File: config.mk
export PLATFORM = sky130hd
export DESIGN_NAME = xfer_decode
export DESIGN_NICKNAME = d
export VERILOG_FILES = /design/src/rtl/xfer_decode_pkg.sv /design/src/rtl/xfer_decode.sv /design/src/rtl/align_penalty.sv
export SDC_FILE = /design/constraint.sdc
export NUM_CORES = 1
export LEC_CHECK = 0
export BUFFER_PORTS_ARGS = -buffer_cell sky130_fd_sc_hd__buf_2
export CAP_MARGIN = 15
export CORE_ASPECT_RATIO = 0.5
export CORE_MARGIN = 2
export CORE_UTILIZATION = 59
export DETAILED_ROUTE_END_ITERATION = 7
export PLACE_DENSITY = 0.93
export SETUP_SLACK_MARGIN = 0.02
export SYNTH_ARGS = -nofsm -noshare
export SYNTH_HDL_FRONTEND = slang
export SYNTH_HIERARCHICAL = 1
export SYNTH_SLANG_ARGS = --single-unit
export TNS_END_PERCENT = 50
File: constraint.sdc
create_clock -name clock -period 1.7 [get_ports clock]
set_input_delay 0.34 -clock clock [delete_from_list [all_inputs] [get_ports clock]]
set_output_delay 0.34 -clock clock [all_outputs]
set_load 0.005 [all_outputs]
File: src/rtl/xfer_decode_pkg.sv
// Purpose: Constants for the data-transfer decode and timing block
// Assumes: Opcode bytes arrive already fetched and aligned
// Notes: Counts are processor clocks
package xfer_decode_pkg;
  localparam int CLK_PERIOD_PS = 10000;
  localparam logic [7:0] OPC_ESCAPE = 8'h0F;
  localparam logic [6:0] OPC_COPY_R2RM = 7'h44;
  localparam logic [6:0] OPC_COPY_RM2R = 7'h45;
  localparam logic [6:0] OPC_COPY_I2RM = 7'h63;
  localparam logic [3:0] OPC_COPY_I2R = 4'hB;
  localparam logic [6:0] OPC_LOAD_ACC = 7'h50;
  localparam logic [6:0] OPC_STORE_ACC = 7'h51;
  localparam logic [7:0] OPC_RM2SEG = 8'h8E;
  localparam logic [7:0] OPC_SEG2RM = 8'h8C;
  localparam logic [6:0] OPC2_SIGN_EXT = 7'h5F;
  localparam logic [6:0] OPC2_ZERO_EXT = 7'h5B;
  localparam logic [7:0] OPC_PUSH_RM = 8'hFF;
  localparam logic [4:0] OPC_PUSH_REG = 5'h0A;
  localparam logic [2:0] OPC_PUSH_SEG2_HI = 3'h0;
  localparam logic [2:0] OPC_PUSH_SEG2_LO = 3'h6;
  localparam logic [1:0] OPC2_PUSH_SEG3_HI = 2'h2;
  localparam logic [2:0] OPC2_PUSH_SEG3_LO = 3'h0;
  localparam logic [2:0] PUSH_RM_REG = 3'h6;
  localparam logic [1:0] MOD_REGISTER = 2'h3;
  localparam logic [5:0] CNT_2 = 6'h02;
  localparam logic [5:0] CNT_3 = 6'h03;
  localparam logic [5:0] CNT_4 = 6'h04;
  localparam logic [5:0] CNT_5 = 6'h05;
  localparam logic [5:0] CNT_6 = 6'h06;
  localparam logic [5:0] CNT_7 = 6'h07;
  localparam logic [5:0] CNT_9 = 6'h09;
  localparam logic [5:0] CNT_22 = 6'h16;
  localparam logic [5:0] CNT_23 = 6'h17;
  localparam logic [5:0] ADJ_TWO_REG = 6'h01;
  localparam logic [5:0] ADJ_HALF_RW = 6'h02;
  localparam logic [5:0] ADJ_HALF_RMW = 6'h04;
  localparam logic [5:0] ADJ_ODD_RW = 6'h04;
  localparam logic [5:0] ADJ_ODD_RMW = 6'h08;
  typedef enum logic [1:0] {ACC_NONE, ACC_READ, ACC_WRITE, ACC_RMW} access_e;
  typedef enum logic [3:0] {
    OP_NONE, OP_COPY_R2RM, OP_COPY_RM2R, OP_COPY_I2RM, OP_COPY_I2R,
    OP_LOAD_ACC, OP_STORE_ACC, OP_RM2SEG, OP_SEG2RM, OP_SIGN_EXT,
    OP_ZERO_EXT, OP_PUSH_RM, OP_PUSH_REG, OP_PUSH_SEG2, OP_PUSH_SEG3
  } op_e;
endpackage : xfer_decode_pkg

File: src/rtl/xfer_decode.sv
// Purpose: Decode data-transfer instructions and report clock counts
// Assumes: Bytes are prefetched; one instruction presented per strobe
// Notes: Base counts per mode and operand kind, plus adjustments
`timescale 1ns/1ps
module xfer_decode #(
  parameter int WAIT_WIDTH = 4
) (
  input wire logic clock,
  input wire logic reset_n,
  input wire logic instr_valid,
  input wire logic [7:0] byte0,
  input wire logic [7:0] byte1,
  input wire logic [7:0] byte2,
  input wire logic protected_mode,
  input wire logic operand_32,
  input wire logic two_reg_ea,
  input wire logic [1:0] addr_low,
  input wire logic [WAIT_WIDTH-1:0] wait_states,
  output logic result_valid,
  output logic recognised,
  output logic [3:0] op_class,
  output logic full_width,
  output logic memory_operand,
  output logic [2:0] segment_selector_3bit,
  output logic [1:0] segment_selector_2bit,
  output logic [5:0] base_clocks,
  output logic [7:0] total_clocks,
  output logic [2:0] components,
  output logic [31:0] elapsed_ps
);
  xfer_decode_pkg::op_e op;
  logic [1:0] acc;
  logic [1:0] mod_field;
  logic mem;
  logic width_bit;
  logic [5:0] base;
  logic [5:0] align_adj;
  logic [5:0] ea_adj;
  logic [7:0] wait_adj;
  logic [7:0] total;
  logic [2:0] comp;
  logic [2:0] sel3;
  logic [1:0] sel2;
  logic has_modrm;

  // Opcode classification
  always_comb begin
    op = xfer_decode_pkg::OP_NONE;
    mod_field = byte1[7:6];
    has_modrm = 1'b1;
    width_bit = byte0[0];
    sel3 = byte1[5:3];
    sel2 = byte0[4:3];
    if (byte0 == xfer_decode_pkg::OPC_ESCAPE) begin
      mod_field = byte2[7:6];
      width_bit = byte1[0];
      if (byte1[7:1] == xfer_decode_pkg::OPC2_SIGN_EXT) begin
        op = xfer_decode_pkg::OP_SIGN_EXT;
      end else if (byte1[7:1] == xfer_decode_pkg::OPC2_ZERO_EXT) begin
        op = xfer_decode_pkg::OP_ZERO_EXT;
      end else if (byte1[7:6] == xfer_decode_pkg::OPC2_PUSH_SEG3_HI &&
                   byte1[2:0] == xfer_decode_pkg::OPC2_PUSH_SEG3_LO) begin
        op = xfer_decode_pkg::OP_PUSH_SEG3;
        has_modrm = 1'b0;
      end
    end else if (byte0[7:1] == xfer_decode_pkg::OPC_COPY_R2RM) begin
      op = xfer_decode_pkg::OP_COPY_R2RM;
    end else if (byte0[7:1] == xfer_decode_pkg::OPC_COPY_RM2R) begin
      op = xfer_decode_pkg::OP_COPY_RM2R;
    end else if (byte0[7:1] == xfer_decode_pkg::OPC_COPY_I2RM) begin
      op = xfer_decode_pkg::OP_COPY_I2RM;
    end else if (byte0[7:4] == xfer_decode_pkg::OPC_COPY_I2R) begin
      op = xfer_decode_pkg::OP_COPY_I2R;
      width_bit = byte0[3];
      has_modrm = 1'b0;
    end else if (byte0[7:1] == xfer_decode_pkg::OPC_LOAD_ACC) begin
      op = xfer_decode_pkg::OP_LOAD_ACC;
      has_modrm = 1'b0;
    end else if (byte0[7:1] == xfer_decode_pkg::OPC_STORE_ACC) begin
      op = xfer_decode_pkg::OP_STORE_ACC;
      has_modrm = 1'b0;
    end else if (byte0 == xfer_decode_pkg::OPC_RM2SEG) begin
      op = xfer_decode_pkg::OP_RM2SEG;
      width_bit = 1'b1;
    end else if (byte0 == xfer_decode_pkg::OPC_SEG2RM) begin
      op = xfer_decode_pkg::OP_SEG2RM;
      width_bit = 1'b1;
    end else if (byte0 == xfer_decode_pkg::OPC_PUSH_RM &&
                 byte1[5:3] == xfer_decode_pkg::PUSH_RM_REG) begin
      op = xfer_decode_pkg::OP_PUSH_RM;
      width_bit = 1'b1;
    end else if (byte0[7:3] == xfer_decode_pkg::OPC_PUSH_REG) begin
      op = xfer_decode_pkg::OP_PUSH_REG;
      width_bit = 1'b1;
      has_modrm = 1'b0;
    end else if (byte0[7:5] == xfer_decode_pkg::OPC_PUSH_SEG2_HI &&
                 byte0[2:0] == xfer_decode_pkg::OPC_PUSH_SEG2_LO) begin
      op = xfer_decode_pkg::OP_PUSH_SEG2;
      width_bit = 1'b1;
      has_modrm = 1'b0;
    end
    if (op == xfer_decode_pkg::OP_PUSH_SEG3) begin
      width_bit = 1'b1;
      sel3 = byte1[5:3];
    end
  end

  // Memory operand when addressing byte names memory, or form is memory-only
  always_comb begin
    mem = has_modrm && (mod_field != xfer_decode_pkg::MOD_REGISTER);
    unique case (op)
      xfer_decode_pkg::OP_LOAD_ACC, xfer_decode_pkg::OP_STORE_ACC,
      xfer_decode_pkg::OP_PUSH_REG, xfer_decode_pkg::OP_PUSH_SEG2,
      xfer_decode_pkg::OP_PUSH_SEG3: mem = 1'b1;
      default: ;
    endcase
  end

  // Base counts with ideal bus; smaller for register operand, except stores to r/m (same count)
  always_comb begin
    base = 6'h00;
    acc = 2'(xfer_decode_pkg::ACC_NONE);
    unique case (op)
      xfer_decode_pkg::OP_COPY_R2RM, xfer_decode_pkg::OP_COPY_I2RM: begin
        base = xfer_decode_pkg::CNT_2;
        acc = mem ? 2'(xfer_decode_pkg::ACC_WRITE) : 2'(xfer_decode_pkg::ACC_NONE);
      end
      xfer_decode_pkg::OP_COPY_RM2R: begin
        base = mem ? xfer_decode_pkg::CNT_4 : xfer_decode_pkg::CNT_2;
        acc = mem ? 2'(xfer_decode_pkg::ACC_READ) : 2'(xfer_decode_pkg::ACC_NONE);
      end
      xfer_decode_pkg::OP_COPY_I2R: base = xfer_decode_pkg::CNT_2;
      xfer_decode_pkg::OP_LOAD_ACC: begin
        base = xfer_decode_pkg::CNT_4;
        acc = 2'(xfer_decode_pkg::ACC_READ);
      end
      xfer_decode_pkg::OP_STORE_ACC: begin
        base = xfer_decode_pkg::CNT_2;
        acc = 2'(xfer_decode_pkg::ACC_WRITE);
      end
      xfer_decode_pkg::OP_RM2SEG: begin
        if (protected_mode) base = mem ? xfer_decode_pkg::CNT_23 : xfer_decode_pkg::CNT_22;
        else base = mem ? xfer_decode_pkg::CNT_5 : xfer_decode_pkg::CNT_2;
        acc = mem ? 2'(xfer_decode_pkg::ACC_READ) : 2'(xfer_decode_pkg::ACC_NONE);
      end
      xfer_decode_pkg::OP_SEG2RM: begin
        base = xfer_decode_pkg::CNT_2;
        acc = mem ? 2'(xfer_decode_pkg::ACC_WRITE) : 2'(xfer_decode_pkg::ACC_NONE);
      end
      xfer_decode_pkg::OP_SIGN_EXT, xfer_decode_pkg::OP_ZERO_EXT: begin
        base = mem ? xfer_decode_pkg::CNT_6 : xfer_decode_pkg::CNT_3;
        acc = mem ? 2'(xfer_decode_pkg::ACC_READ) : 2'(xfer_decode_pkg::ACC_NONE);
      end
      xfer_decode_pkg::OP_PUSH_RM: begin
        if (protected_mode) base = mem ? xfer_decode_pkg::CNT_9 : xfer_decode_pkg::CNT_7;
        else base = mem ? xfer_decode_pkg::CNT_7 : xfer_decode_pkg::CNT_5;
        acc = mem ? 2'(xfer_decode_pkg::ACC_RMW) : 2'(xfer_decode_pkg::ACC_WRITE);
      end
      xfer_decode_pkg::OP_PUSH_REG, xfer_decode_pkg::OP_PUSH_SEG2,
      xfer_decode_pkg::OP_PUSH_SEG3: begin
        base = protected_mode ? xfer_decode_pkg::CNT_4 : xfer_decode_pkg::CNT_2;
        acc = 2'(xfer_decode_pkg::ACC_WRITE);
      end
      default: ;
    endcase
  end

  // Stack pushes count as one read and one write only for memory source
  align_penalty u_align (
    .addr_low(addr_low),
    .wide(operand_32),
    .full_width(width_bit),
    .access(acc),
    .penalty(align_adj)
  );

  // Component count of this instruction: opcode bytes, addressing, disp, imm
  always_comb begin
    comp = (byte0 == xfer_decode_pkg::OPC_ESCAPE) ? 3'h2 : 3'h1;
    if (has_modrm) comp = comp + 3'h1;
    if (has_modrm && mod_field != xfer_decode_pkg::MOD_REGISTER && mod_field != 2'h0)
      comp = comp + 3'h1;
    if (op == xfer_decode_pkg::OP_LOAD_ACC || op == xfer_decode_pkg::OP_STORE_ACC ||
        op == xfer_decode_pkg::OP_COPY_I2R || op == xfer_decode_pkg::OP_COPY_I2RM)
      comp = comp + 3'h1;
  end

  always_comb begin
    ea_adj = (has_modrm && mem && two_reg_ea) ? xfer_decode_pkg::ADJ_TWO_REG : 6'h00;
    // Read-and-write access pays the wait states twice
    wait_adj = (acc == 2'(xfer_decode_pkg::ACC_RMW)) ? 8'({wait_states, 1'b0})
             : (acc != 2'(xfer_decode_pkg::ACC_NONE)) ? 8'(wait_states) : 8'h00;
    total = 8'(base) + 8'(ea_adj) + 8'(align_adj) + wait_adj;
  end

  always_ff @(posedge clock or negedge reset_n) begin
    if (!reset_n) result_valid <= 1'b0;
    else result_valid <= instr_valid;
  end

  always_ff @(posedge clock or negedge reset_n) begin
    if (!reset_n) begin
      recognised <= 1'b0;
      op_class <= 4'h0;
      full_width <= 1'b0;
      memory_operand <= 1'b0;
      segment_selector_3bit <= 3'h0;
      segment_selector_2bit <= 2'h0;
      base_clocks <= 6'h00;
      total_clocks <= 8'h00;
      components <= 3'h0;
      elapsed_ps <= 32'h0;
    end else if (instr_valid) begin
      recognised <= (op != xfer_decode_pkg::OP_NONE);
      op_class <= 4'(op);
      full_width <= width_bit;
      memory_operand <= mem;
      segment_selector_3bit <= sel3;
      segment_selector_2bit <= sel2;
      base_clocks <= base;
      total_clocks <= total;
      components <= comp;
      elapsed_ps <= 32'(total) * 32'(xfer_decode_pkg::CLK_PERIOD_PS);
    end
  end
endmodule : xfer_decode

File: src/rtl/align_penalty.sv
// Purpose: Extra clocks for a misaligned or wide data access
// Assumes: Address low bits and operand width known at decode
// Notes: Purely combinational
`timescale 1ns/1ps
module align_penalty (
  input wire logic [1:0] addr_low,
  input wire logic wide,
  input wire logic full_width,
  input wire logic [1:0] access,
  output logic [5:0] penalty
);
  logic rmw;
  logic any_access;
  assign rmw = (access == 2'(xfer_decode_pkg::ACC_RMW));
  assign any_access = (access != 2'(xfer_decode_pkg::ACC_NONE));
  always_comb begin
    penalty = 6'h00;
    if (any_access && full_width) begin
      if (wide && addr_low[0]) begin
        penalty = rmw ? xfer_decode_pkg::ADJ_ODD_RMW : xfer_decode_pkg::ADJ_ODD_RW;
      end else if (wide || addr_low[0]) begin
        // 16-bit odd, or 32-bit even
        penalty = rmw ? xfer_decode_pkg::ADJ_HALF_RMW : xfer_decode_pkg::ADJ_HALF_RW;
      end
    end
  end
endmodule : align_penalty

==> flow_metrics.env, run 1 <==
export IMPL_coreArea_um2=6620
export IMPL_final_setup_worst_slack_ps=-6180
export IMPL_min_path_type="in2async"
export IMPL_cp_required_ps=1880
export IMPL_slowest_delay_ps=550
export IMPL_drive_above_1_share_pct=57.1
export IMPL_arrival_ps=8060
export IMPL_ys_ff_latch=41
export IMPL_pre_cts_ws_ps=-5960
export IMPL_post_route_cell_area_um2=6310
export IMPL_initial_core_util_pct=60.3
export IMPL_drt_iter0_markers=936
export IMPL_peakVddDrop_v=0.000596
export IMPL_antenna_left=0
export IMPL_drc_errors=163
export IMPL_antenna_found_initial=2
export IMPL_post_drt_wl_per_cell_um=30.5
export IMPL_report_final_slew_viol_count=0
export IMPL_comb_power_share_pct=53.4
export IMPL_p_sw_mw=2.00
export IMPL_dieArea_um2=7480
export IMPL_globalRouteTotalUtil_pct=49.3
export IMPL_finalNetCount=726
export IMPL_maxSlewHeadroom_pct=58.0
export IMPL_layout_commonest_cell="buf_4"
export IMPL_r2r_start="segment_selector_3bit[0]"
export IMPL_fill_cells=157
export IMPL_power_density_nw_per_um2=796
export IMPL_min_period_ps=7880
export IMPL_post_route_period_util_pct=464
export IMPL_startpoint_type="input port"
export IMPL_skew_ps=0
export IMPL_async_flop_share_pct=100
export IMPL_io_pins=98
export IMPL_rsz0062_at_grt="true"
export IMPL_p_sw_share_pct=39.9
export IMPL_grt_pass1_wl_mm=27.7
export IMPL_syn_area_um2=3990
export IMPL_critPathKind="in2reg"
export IMPL_gr_total_overflow=0
export IMPL_seq_area_frac_synth_pct=25.7
export IMPL_layoutNonFillerInstCount=719
export IMPL_grt_pass1_vias=5055
export IMPL_p_leak_nw=3.21
export IMPL_tightest_slew_ps=620
export IMPL_die_height_um=62.2
export IMPL_maxCapViolations=0
export IMPL_firstDrtPassIters=8
export IMPL_syn_inst=424
export IMPL_cts_max_path_buffers=2
export IMPL_portBuffers=73
export IMPL_violations="DRC, hold timing, setup timing"
export IMPL_clk_pin_slew_worst_paths_ps=80
export IMPL_diodes=0
export IMPL_crit_fanout=9
export IMPL_die_w_um=120
export IMPL_core_rowCount=21
export IMPL_ff2ff_path_depth=1
export IMPL_total_power_mw=5.02
export IMPL_wl_mm=21.9
export IMPL_dp_cells=685
export IMPL_cp_end_kind="flop"
export IMPL_gp_congestion=0.926
export IMPL_cts_root_buf="clkbuf_16"
export IMPL_hold_buffers=0
export IMPL_synth_distinct_cells=68
export IMPL_p_int_mw=3.02
export IMPL_timing_setup_tns_ps=-95600
export IMPL_max_freq_ghz=0.127
export IMPL_critPathMostFrequentCell="a21oi_2"
export IMPL_via_per_inst=7.13
export IMPL_regToRegSetupSlack_ps=820
export IMPL_p_clk_share_pct=20.9
export IMPL_dpl_instance_area_um2=5230
export IMPL_yosysWarnings=6
export IMPL_htree_levels=2
export IMPL_holdWs_ps=-9.92
export IMPL_clock_sinks=41
export IMPL_finalHoldViolations=10
export IMPL_setup_viol=34
export IMPL_cts_made_buffers=5
export IMPL_place_hpwl_mm=9.36
export IMPL_slowest_stage="fa_1"
export IMPL_synth_edff_count=0
export IMPL_avgSynthCellArea_um2=9.42
export IMPL_clock_latency_ps=310
export IMPL_final_cell_mix="buf_4 (110), buf_2 (71), dfrtp_1 (41), ha_1 (32)"
export IMPL_ys_flop_type="dfrtp_1"
export IMPL_seqPwrFrac_pct=25.7
export IMPL_r2r_end="segment_selector_3bit[0]"
export IMPL_grt_max_degree=32
export IMPL_vias=5125
export IMPL_cts_tree="built"
export IMPL_syn_to_final_growth_pct=58.0
export IMPL_status="complete, but fails checks"
[cell families (layout without fill, tap and decap cells)]
logic type | count (synthesis) | count (layout) | synth area share, %
adders and majority gates | 64 | 64 | 22.7
and+or+nand+nor | 110 | 110 | 16.4
muxes | 27 | 27 | 7.61
other | 2 | 20 | 0.188
DFF | 41 | 41 | 25.7
buffers and inverters | 89 | 274 | 10.7
AOI/OAI and AO/OA | 77 | 77 | 13.6
xor gates and xnor gates | 14 | 14 | 3.07
[Yosys cell counts, drive strengths merged, types with 4 or more instances]
master | number | area (um2)
a21o | 8 | 60.1
nand3b | 8 | 60.1
o21ai | 14 | 81.3
fa | 14 | 280
inv | 51 | 191
clkbuf | 6 | 22.5
buf | 32 | 215
nor4 | 5 | 52.6
o31ai | 4 | 40.0
o21a | 4 | 30.0
nor3 | 9 | 45.0
nor2 | 33 | 124
dfrtp | 41 | 1030
xor2 | 4 | 35.0
and3 | 7 | 51.3
xnor2 | 10 | 87.6
nand2 | 14 | 55.1
ha | 50 | 626
mux2 | 24 | 274
a21oi | 25 | 129
nand4 | 7 | 58.8
[stage by stage]
step,util [%],hold WS (ps)
after floorplan,-,44.4
after global placement,78.9,304
after detailed placement,78.9,317
after CTS,89.2,7.88
after global routing,95.3,27.9
final,95.3,-9.92
[sequential cells by signal, indices dropped and copies added (netlist names)]
| signal | flops |
|---|---|
| memory_operand | 1 |
| components | 3 |
| result_valid | 1 |
| total_clocks | 7 |
| base_clocks | 5 |
| recognised | 1 |
| segment_selector_3bit | 3 |
| segment_selector_2bit | 2 |
| elapsed_ps | 13 |
| op_class | 4 |
| full_width | 1 |
[repair_timing]
action | 4_1_cts | 5_1_grt
pin swaps | 48 | 35
setup buffers | 15 | 19
setup endpoints to repair | 33 | 33
resized for setup | 104 | 59
[per-layer routing]
layer  wire (um)  global-route usage, %  vias up
li1            -                      -     1829
met1        7010                   53.5     2313
met2        8760                   77.2      683
met3        3450                   16.5      300
met4        2710                   43.8        0
met5           0                      0        -
[final cells by class]
type / count / area, um2 / area share (%)
multi-input combinational: 312 / 3230 / 51.2
timing repair buffer: 215 / 1590 / 25.1
sequential: 41 / 1030 / 16.3
inverter: 51 / 204 / 3.23
clock buffer: 5 / 125 / 1.98
tap: 92 / 115 / 1.82
clock inverter: 3 / 22.5 / 0.357
[critical path, delay by kind of cell]
family | cells | cell delay, ps
buffers and inverters | 8 | 890
XOR/XNOR | 1 | 190
AND/OR/NAND/NOR | 6 | 1180
adder cells (fa/ha/maj) | 8 | 3030
AO/OA/AOI/OAI | 12 | 2410
[worst max path at each step]
stage / startpoint / depth (start not counted) / endpoint / slack, ps
2_1_floorplan: byte0[5] / 32 / elapsed_ps[20] / -5610
3_3_place_gp: byte0[5] / 33 / elapsed_ps[20] / -5530
3_5_place_dp: byte0[5] / 35 / elapsed_ps[20] / -5960
4_1_cts: byte0[5] / 33 / elapsed_ps[20] / -5390
5_1_grt: byte0[2] / 33 / elapsed_ps[18] / -6390
6_report: byte0[5] / 35 / elapsed_ps[20] / -6180
[power by group through the flow]
| stage | Combinational (mW) | Sequential (mW) | Clock (mW) |
|---|---|---|---|
| 2_1_floorplan | 0.852 | 1.27 | 0 |
| 3_3_place_gp | 1.47 | 1.25 | 0 |
| 3_5_place_dp | 1.61 | 1.26 | 0 |
| 4_1_cts | 2.04 | 1.25 | 0.973 |
| 5_1_grt | 2.75 | 1.30 | 1.08 |
| 6_report | 2.68 | 1.29 | 1.05 |
Note: power is estimated with default switching activity, not from simulation.
==> inputs of run 2 (changes only) <==
--- a/config.mk
+++ b/config.mk
@@ -13,6 +13,7 @@
 export DETAILED_ROUTE_END_ITERATION = 7
 export PLACE_DENSITY = 0.93
 export SETUP_SLACK_MARGIN = 0.02
+export SKIP_CTS_REPAIR_TIMING = 1
 export SYNTH_ARGS = -nofsm -noshare
 export SYNTH_HDL_FRONTEND = slang
 export SYNTH_HIERARCHICAL = 1
==> run 2 against run 1 <==
Compared with the run above:
- the flow finishes with violations (hold timing, setup timing)
- combinational power down 12%
- cell area shrank 5.7%
- clock power decreased by 4%
- highest routed layer unchanged
==> flow_metrics.env, run 2 (same netlist as run 1, synthesis figures left out) <==
export IMPL_report_final_slew_viol_count=0
export IMPL_clock_latency_ps=310
export IMPL_gr_total_overflow=0
export IMPL_portBuffers=73
export IMPL_maxCapViolations=0
export IMPL_drt_iter0_markers=753
export IMPL_r2r_start="total_clocks[2]"
export IMPL_startpoint_type="input port"
export IMPL_clk_pin_slew_worst_paths_ps=70
export IMPL_startpoint="byte0[4]"
export IMPL_place_hpwl_mm=9.36
export IMPL_cp_end_kind="flop"
export IMPL_clock_sinks=41
export IMPL_skew_ps=0
export IMPL_post_drt_wl_per_cell_um=26.2
export IMPL_dieArea_um2=7480
export IMPL_slowest_delay_ps=550
export IMPL_die_height_um=62.2
export IMPL_critPathMostFrequentCell="a21oi_2"
export IMPL_htree_levels=2
export IMPL_min_period_ps=7790
export IMPL_final_setup_worst_slack_ps=-6090
export IMPL_top_register="elapsed_ps"
export IMPL_grt_pass1_vias=4199
export IMPL_top_regs="elapsed_ps: 13 flops, total_clocks: 7 flops, base_clocks: 5 flops"
export IMPL_cts_tree="built"
export IMPL_antenna_found_initial=0
export IMPL_fin_util_pct=89.9
export IMPL_post_route_period_util_pct=458
export IMPL_via_per_inst=6.78
export IMPL_finalNetCount=711
export IMPL_timing_setup_tns_ps=-94770
export IMPL_arrival_ps=7970
export IMPL_cp_required_ps=1880
export IMPL_pre_cts_ws_ps=-5960
export IMPL_seq_area_um2=1030
export IMPL_status="complete, but fails checks"
export IMPL_peakVddDrop_v=0.000541
export IMPL_vias=4775
export IMPL_core_rowCount=21
export IMPL_layout_commonest_cell="buf_4"
export IMPL_gp_congestion=0.926
export IMPL_io_pins=98
export IMPL_max_freq_ghz=0.128
export IMPL_largest_reg_flops=13
export IMPL_firstDrtPassIters=8
export IMPL_holdWs_ps=-3.83
export IMPL_setup_worst_path_end="elapsed_ps[20]"
export IMPL_violations="hold timing, setup timing"
export IMPL_crit_fanout=4
export IMPL_finalHoldViolations=6
export IMPL_power_density_nw_per_um2=778
export IMPL_grt_pass1_wl_mm=19.3
export IMPL_drive_above_1_share_pct=52.0
export IMPL_wl_mm=18.5
export IMPL_drc_errors=0
export IMPL_syn_to_final_growth_pct=49.1
export IMPL_cts_max_path_buffers=2
export IMPL_cts_made_buffers=5
export IMPL_final_cell_mix="buf_4 (107), buf_2 (70), dfrtp_1 (41), ha_1 (39), inv_1 (36)"
export IMPL_p_leak_nw=3.10
export IMPL_slowest_stage="or4_4"
export IMPL_cts_root_buf="clkbuf_16"
export IMPL_regToRegSetupSlack_ps=870
export IMPL_coreArea_um2=6620
export IMPL_maxSlewHeadroom_pct=39.3
export IMPL_rsz0062_at_grt="true"
export IMPL_r2r_end="total_clocks[2]"
export IMPL_tightest_slew_ps=899
export IMPL_total_power_mw=4.64
export IMPL_globalRouteTotalUtil_pct=32.8
export IMPL_setup_viol=34
export IMPL_grt_max_degree=32
export IMPL_ff2ff_path_depth=1
export IMPL_antenna_left=0
export IMPL_fill_cells=268
export IMPL_diodes=0
export IMPL_min_path_type="in2async"
export IMPL_critPathKind="in2reg"
export IMPL_initial_core_util_pct=60.3
export IMPL_multi_input_comb_area_um2=3040
export IMPL_die_w_um=120
[run 2: changes by cell type in the layout (fill, tap and decap cells not counted), moves of 3 or more]
cell	change
nor3_1	+3
buf_4	-3
mux2_2	+3
a21oi_4	-4
inv_1	+5
buf_6	-10
inv_2	-3
mux2_4	-3
ha_4	-7
ha_1	+7
[run 2: final cells by class]
cell class / count / share of cell area, %
clock buffer: 5 / 2.10
clock inverter: 3 / 0.378
inverter: 51 / 3.34
multi-input combinational: 312 / 51.0
sequential: 41 / 17.2
tap: 92 / 1.93
timing repair buffer: 200 / 24.0
[run 2: power breakdown]
group / switching, mW / internal [mW]
clock network: 0.464 / 0.545
registers: 0.127 / 1.15
logic: 1.17 / 1.17
total: 1.76 / 2.87
[run 2: layer usage]
layer / up-vias / part of all wire, % / global-route usage, %
met5: - / 0 / 0
met4: 0 / 11 / 19.0
met3: 218 / 12 / 6.71
met2: 537 / 43 / 59.4
met1: 2210 / 34 / 35.9
li1: 1810 / - / -
[run 2: worst max-delay path: cells and delay by family]
family	cells	cell delay, ps
buffers and inverters	8	780
multiplexers	1	330
AND/OR/NAND/NOR	3	1070
AO/OA/AOI/OAI	14	2710
adder cells (fa/ha/maj)	7	2700
[run 2: worst min path at each step]
stage	start	endpoint	slack [ps]	depth (start not counted)
3_5_place_dp	reset_n	segment_selector_2bit[1]	320	1
3_3_place_gp	reset_n	segment_selector_2bit[0]	300	1
4_1_cts	reset_n	segment_selector_2bit[1]	8	1
6_report	reset_n	segment_selector_2bit[0]	-4	1
2_1_floorplan	reset_n	base_clocks[0]	40	0
5_1_grt	reset_n	segment_selector_3bit[0]	10	1
[run 2: metrics by stage]
stage                     hold slack (ps)  instance area [um2]  instances
final                               -3.83                 5950        704
after global routing                 11.2                 5950        704
after CTS                            7.88                 5370        693
after detailed placement              317                 5230        685
after global placement                304                 5230        685
after floorplan                      44.4                 4100        442
==> inputs of run 3 (changes only) <==
--- a/config.mk
+++ b/config.mk
@@ -11,7 +11,7 @@
 export CORE_MARGIN = 2
 export CORE_UTILIZATION = 59
 export DETAILED_ROUTE_END_ITERATION = 7
-export PLACE_DENSITY = 0.93
+export PLACE_DENSITY_LB_ADDON = 0.25
 export SETUP_SLACK_MARGIN = 0.02
 export SKIP_CTS_REPAIR_TIMING = 1
 export SYNTH_ARGS = -nofsm -noshare
==> run 3 against run 2 <==
Compared with the run above:
- the run still ends with hold timing, setup timing left
- first-iteration DRC count is 68% lower
- sequential power about the same
- die area unchanged
- non-clock buffer count decreased by 4
- critical path depth unchanged
- clock-buffer cell count is 2 higher
- routed wire length is 30% lower
- largest power group unchanged
- register-to-register slack better by 30 ps
==> flow_metrics.env, run 3 (same netlist as run 1, synthesis figures left out) <==
export IMPL_status="complete, but fails checks"
export IMPL_violations="hold timing, setup timing"
export IMPL_final_setup_worst_slack_ps=-5720
export IMPL_pre_cts_ws_ps=-5830
export IMPL_initial_core_util_pct=60.3
export IMPL_globalRouteTotalUtil_pct=28.3
export IMPL_grt_pass1_vias=3813
export IMPL_portBuffers=73
export IMPL_firstDrtPassIters=4
export IMPL_min_path_type="in2async"
export IMPL_post_route_period_util_pct=437
export IMPL_grt_max_degree=42
export IMPL_drive_above_1_share_pct=48.5
export IMPL_finalHoldViolations=1
export IMPL_antenna_left=0
export IMPL_drc_errors=0
export IMPL_clk_pin_slew_worst_paths_ps=70
export IMPL_ff2ff_path_depth=1
export IMPL_critPathKind="in2reg"
export IMPL_clock_sinks=41
export IMPL_clock_latency_ps=290
export IMPL_gr_total_overflow=0
export IMPL_largest_reg_flops=13
export IMPL_top_usage_layer="met2"
export IMPL_critPathBufInv=7
export IMPL_finalNetCount=707
export IMPL_seq_area_um2=1030
export IMPL_startpoint_type="input port"
export IMPL_crit_family="adder cells"
export IMPL_peakVddDrop_v=0.000569
export IMPL_layout_commonest_cell="buf_4"
export IMPL_maxCapViolations=0
export IMPL_cts_made_buffers=5
export IMPL_cts_tree="built"
export IMPL_report_final_slew_viol_count=0
export IMPL_final_cell_mix="buf_4 (112), buf_2 (71), ha_1 (45), inv_1 (43), dfrtp_1 (41)"
export IMPL_top_regs="elapsed_ps: 13 flops, total_clocks: 7 flops, base_clocks: 5 flops"
export IMPL_p_leak_nw=3.03
export IMPL_setup_viol=31
export IMPL_multi_input_comb_area_um2=2880
export IMPL_die_height_um=62.2
export IMPL_top_register="elapsed_ps"
export IMPL_post_drt_wl_per_cell_um=18.4
export IMPL_crit_fanout=5
export IMPL_use_met2_pct=53.6
export IMPL_fill_cells=321
export IMPL_gp_congestion=0.942
export IMPL_met1_usage_pct=33.7
export IMPL_htree_levels=2
export IMPL_cp_required_ps=1890
export IMPL_vias=4000
export IMPL_via_per_inst=5.71
export IMPL_drt_iter0_markers=240
export IMPL_tightest_slew_ps=654
export IMPL_holdWs_ps=-6.62
export IMPL_cts_max_path_buffers=2
export IMPL_fin_util_pct=86.7
export IMPL_rsz0062_at_grt="true"
export IMPL_min_period_ps=7420
export IMPL_syn_to_final_growth_pct=43.7
export IMPL_skew_ps=0
export IMPL_maxSlewHeadroom_pct=55.9
export IMPL_slowest_stage="fa_1"
export IMPL_power_density_nw_per_um2=744
export IMPL_cp_end_kind="flop"
export IMPL_io_pins=98
export IMPL_cp_depth=33
export IMPL_slowest_delay_ps=560
export IMPL_coreArea_um2=6620
export IMPL_core_rowCount=21
export IMPL_max_freq_ghz=0.135
export IMPL_antenna_found_initial=0
export IMPL_use_met3_pct=4.87
export IMPL_wl_mm=12.8
export IMPL_diodes=0
export IMPL_grt_pass1_wl_mm=17.1
export IMPL_die_w_um=120
export IMPL_place_hpwl_mm=7.92
export IMPL_dieArea_um2=7480
export IMPL_arrival_ps=7610
export IMPL_cts_root_buf="clkbuf_16"
-- run 3: changes by cell type in the layout (fill, tap and decap cells not counted), moves of 3 or more --
cell        delta
xnor2_1        +4
inv_2          -5
clkinvlp_4     -3
buf_4          +5
buf_6         -10
mux2_4         -6
ha_4           -5
xnor2_2        -3
ha_1           +6
inv_1          +7
mux2_2         +6
-- run 3: worst paths after layout --
| kind | start | endpoint | slack (ps) |
|---|---|---|---|
| min in group clock | byte1[4] | segment_selector_3bit[1] | 400 |
| max in group asynchronous | reset_n | elapsed_ps[17] | 1190 |
| setup / recovery | byte0[4] | elapsed_ps[20] | -5720 |
| setup reg to reg | total_clocks[3] | total_clocks[3] | 900 |
| hold reg to reg | elapsed_ps[16] | elapsed_ps[16] | 470 |
| hold / removal | reset_n | base_clocks[1] | -7 |
-- run 3: layer usage --
metal	up-vias	part of all wire, %
met5	-	0
met4	0	4.3
met3	59	5.5
met2	196	51
met1	1943	39
li1	1802	-
-- run 3: through the flow --
stage	setup TNS (ps)	cell area (um2)	hold slack (ps)	cells	total power, mW
after detailed placement	-94230	5210	304	681	2.82
after floorplan	-84030	4100	44.4	442	2.12
after global placement	-90090	5210	303	681	2.73
final	-88830	5740	-6.62	700	4.27
after CTS	-84990	5370	-9.92	689	3.89
after global routing	-93380	5740	28.4	700	4.47
-- run 3: final cells by class --
type                    count  share of cell area, %
clock buffers               7                   2.66
clock inverters             1                  0.153
inverters                  51                   3.38
multi-input cells         312                   50.2
flip-flops and latches     41                   17.9
well taps                  92                   2.01
repair buffers            196                   23.7
-- run 3: report_power, final --
part	switching, mW	internal [mW]	total, mW
logic	0.940	1.01	1.95
registers	0.0954	1.15	1.25
clock network	0.443	0.631	1.07
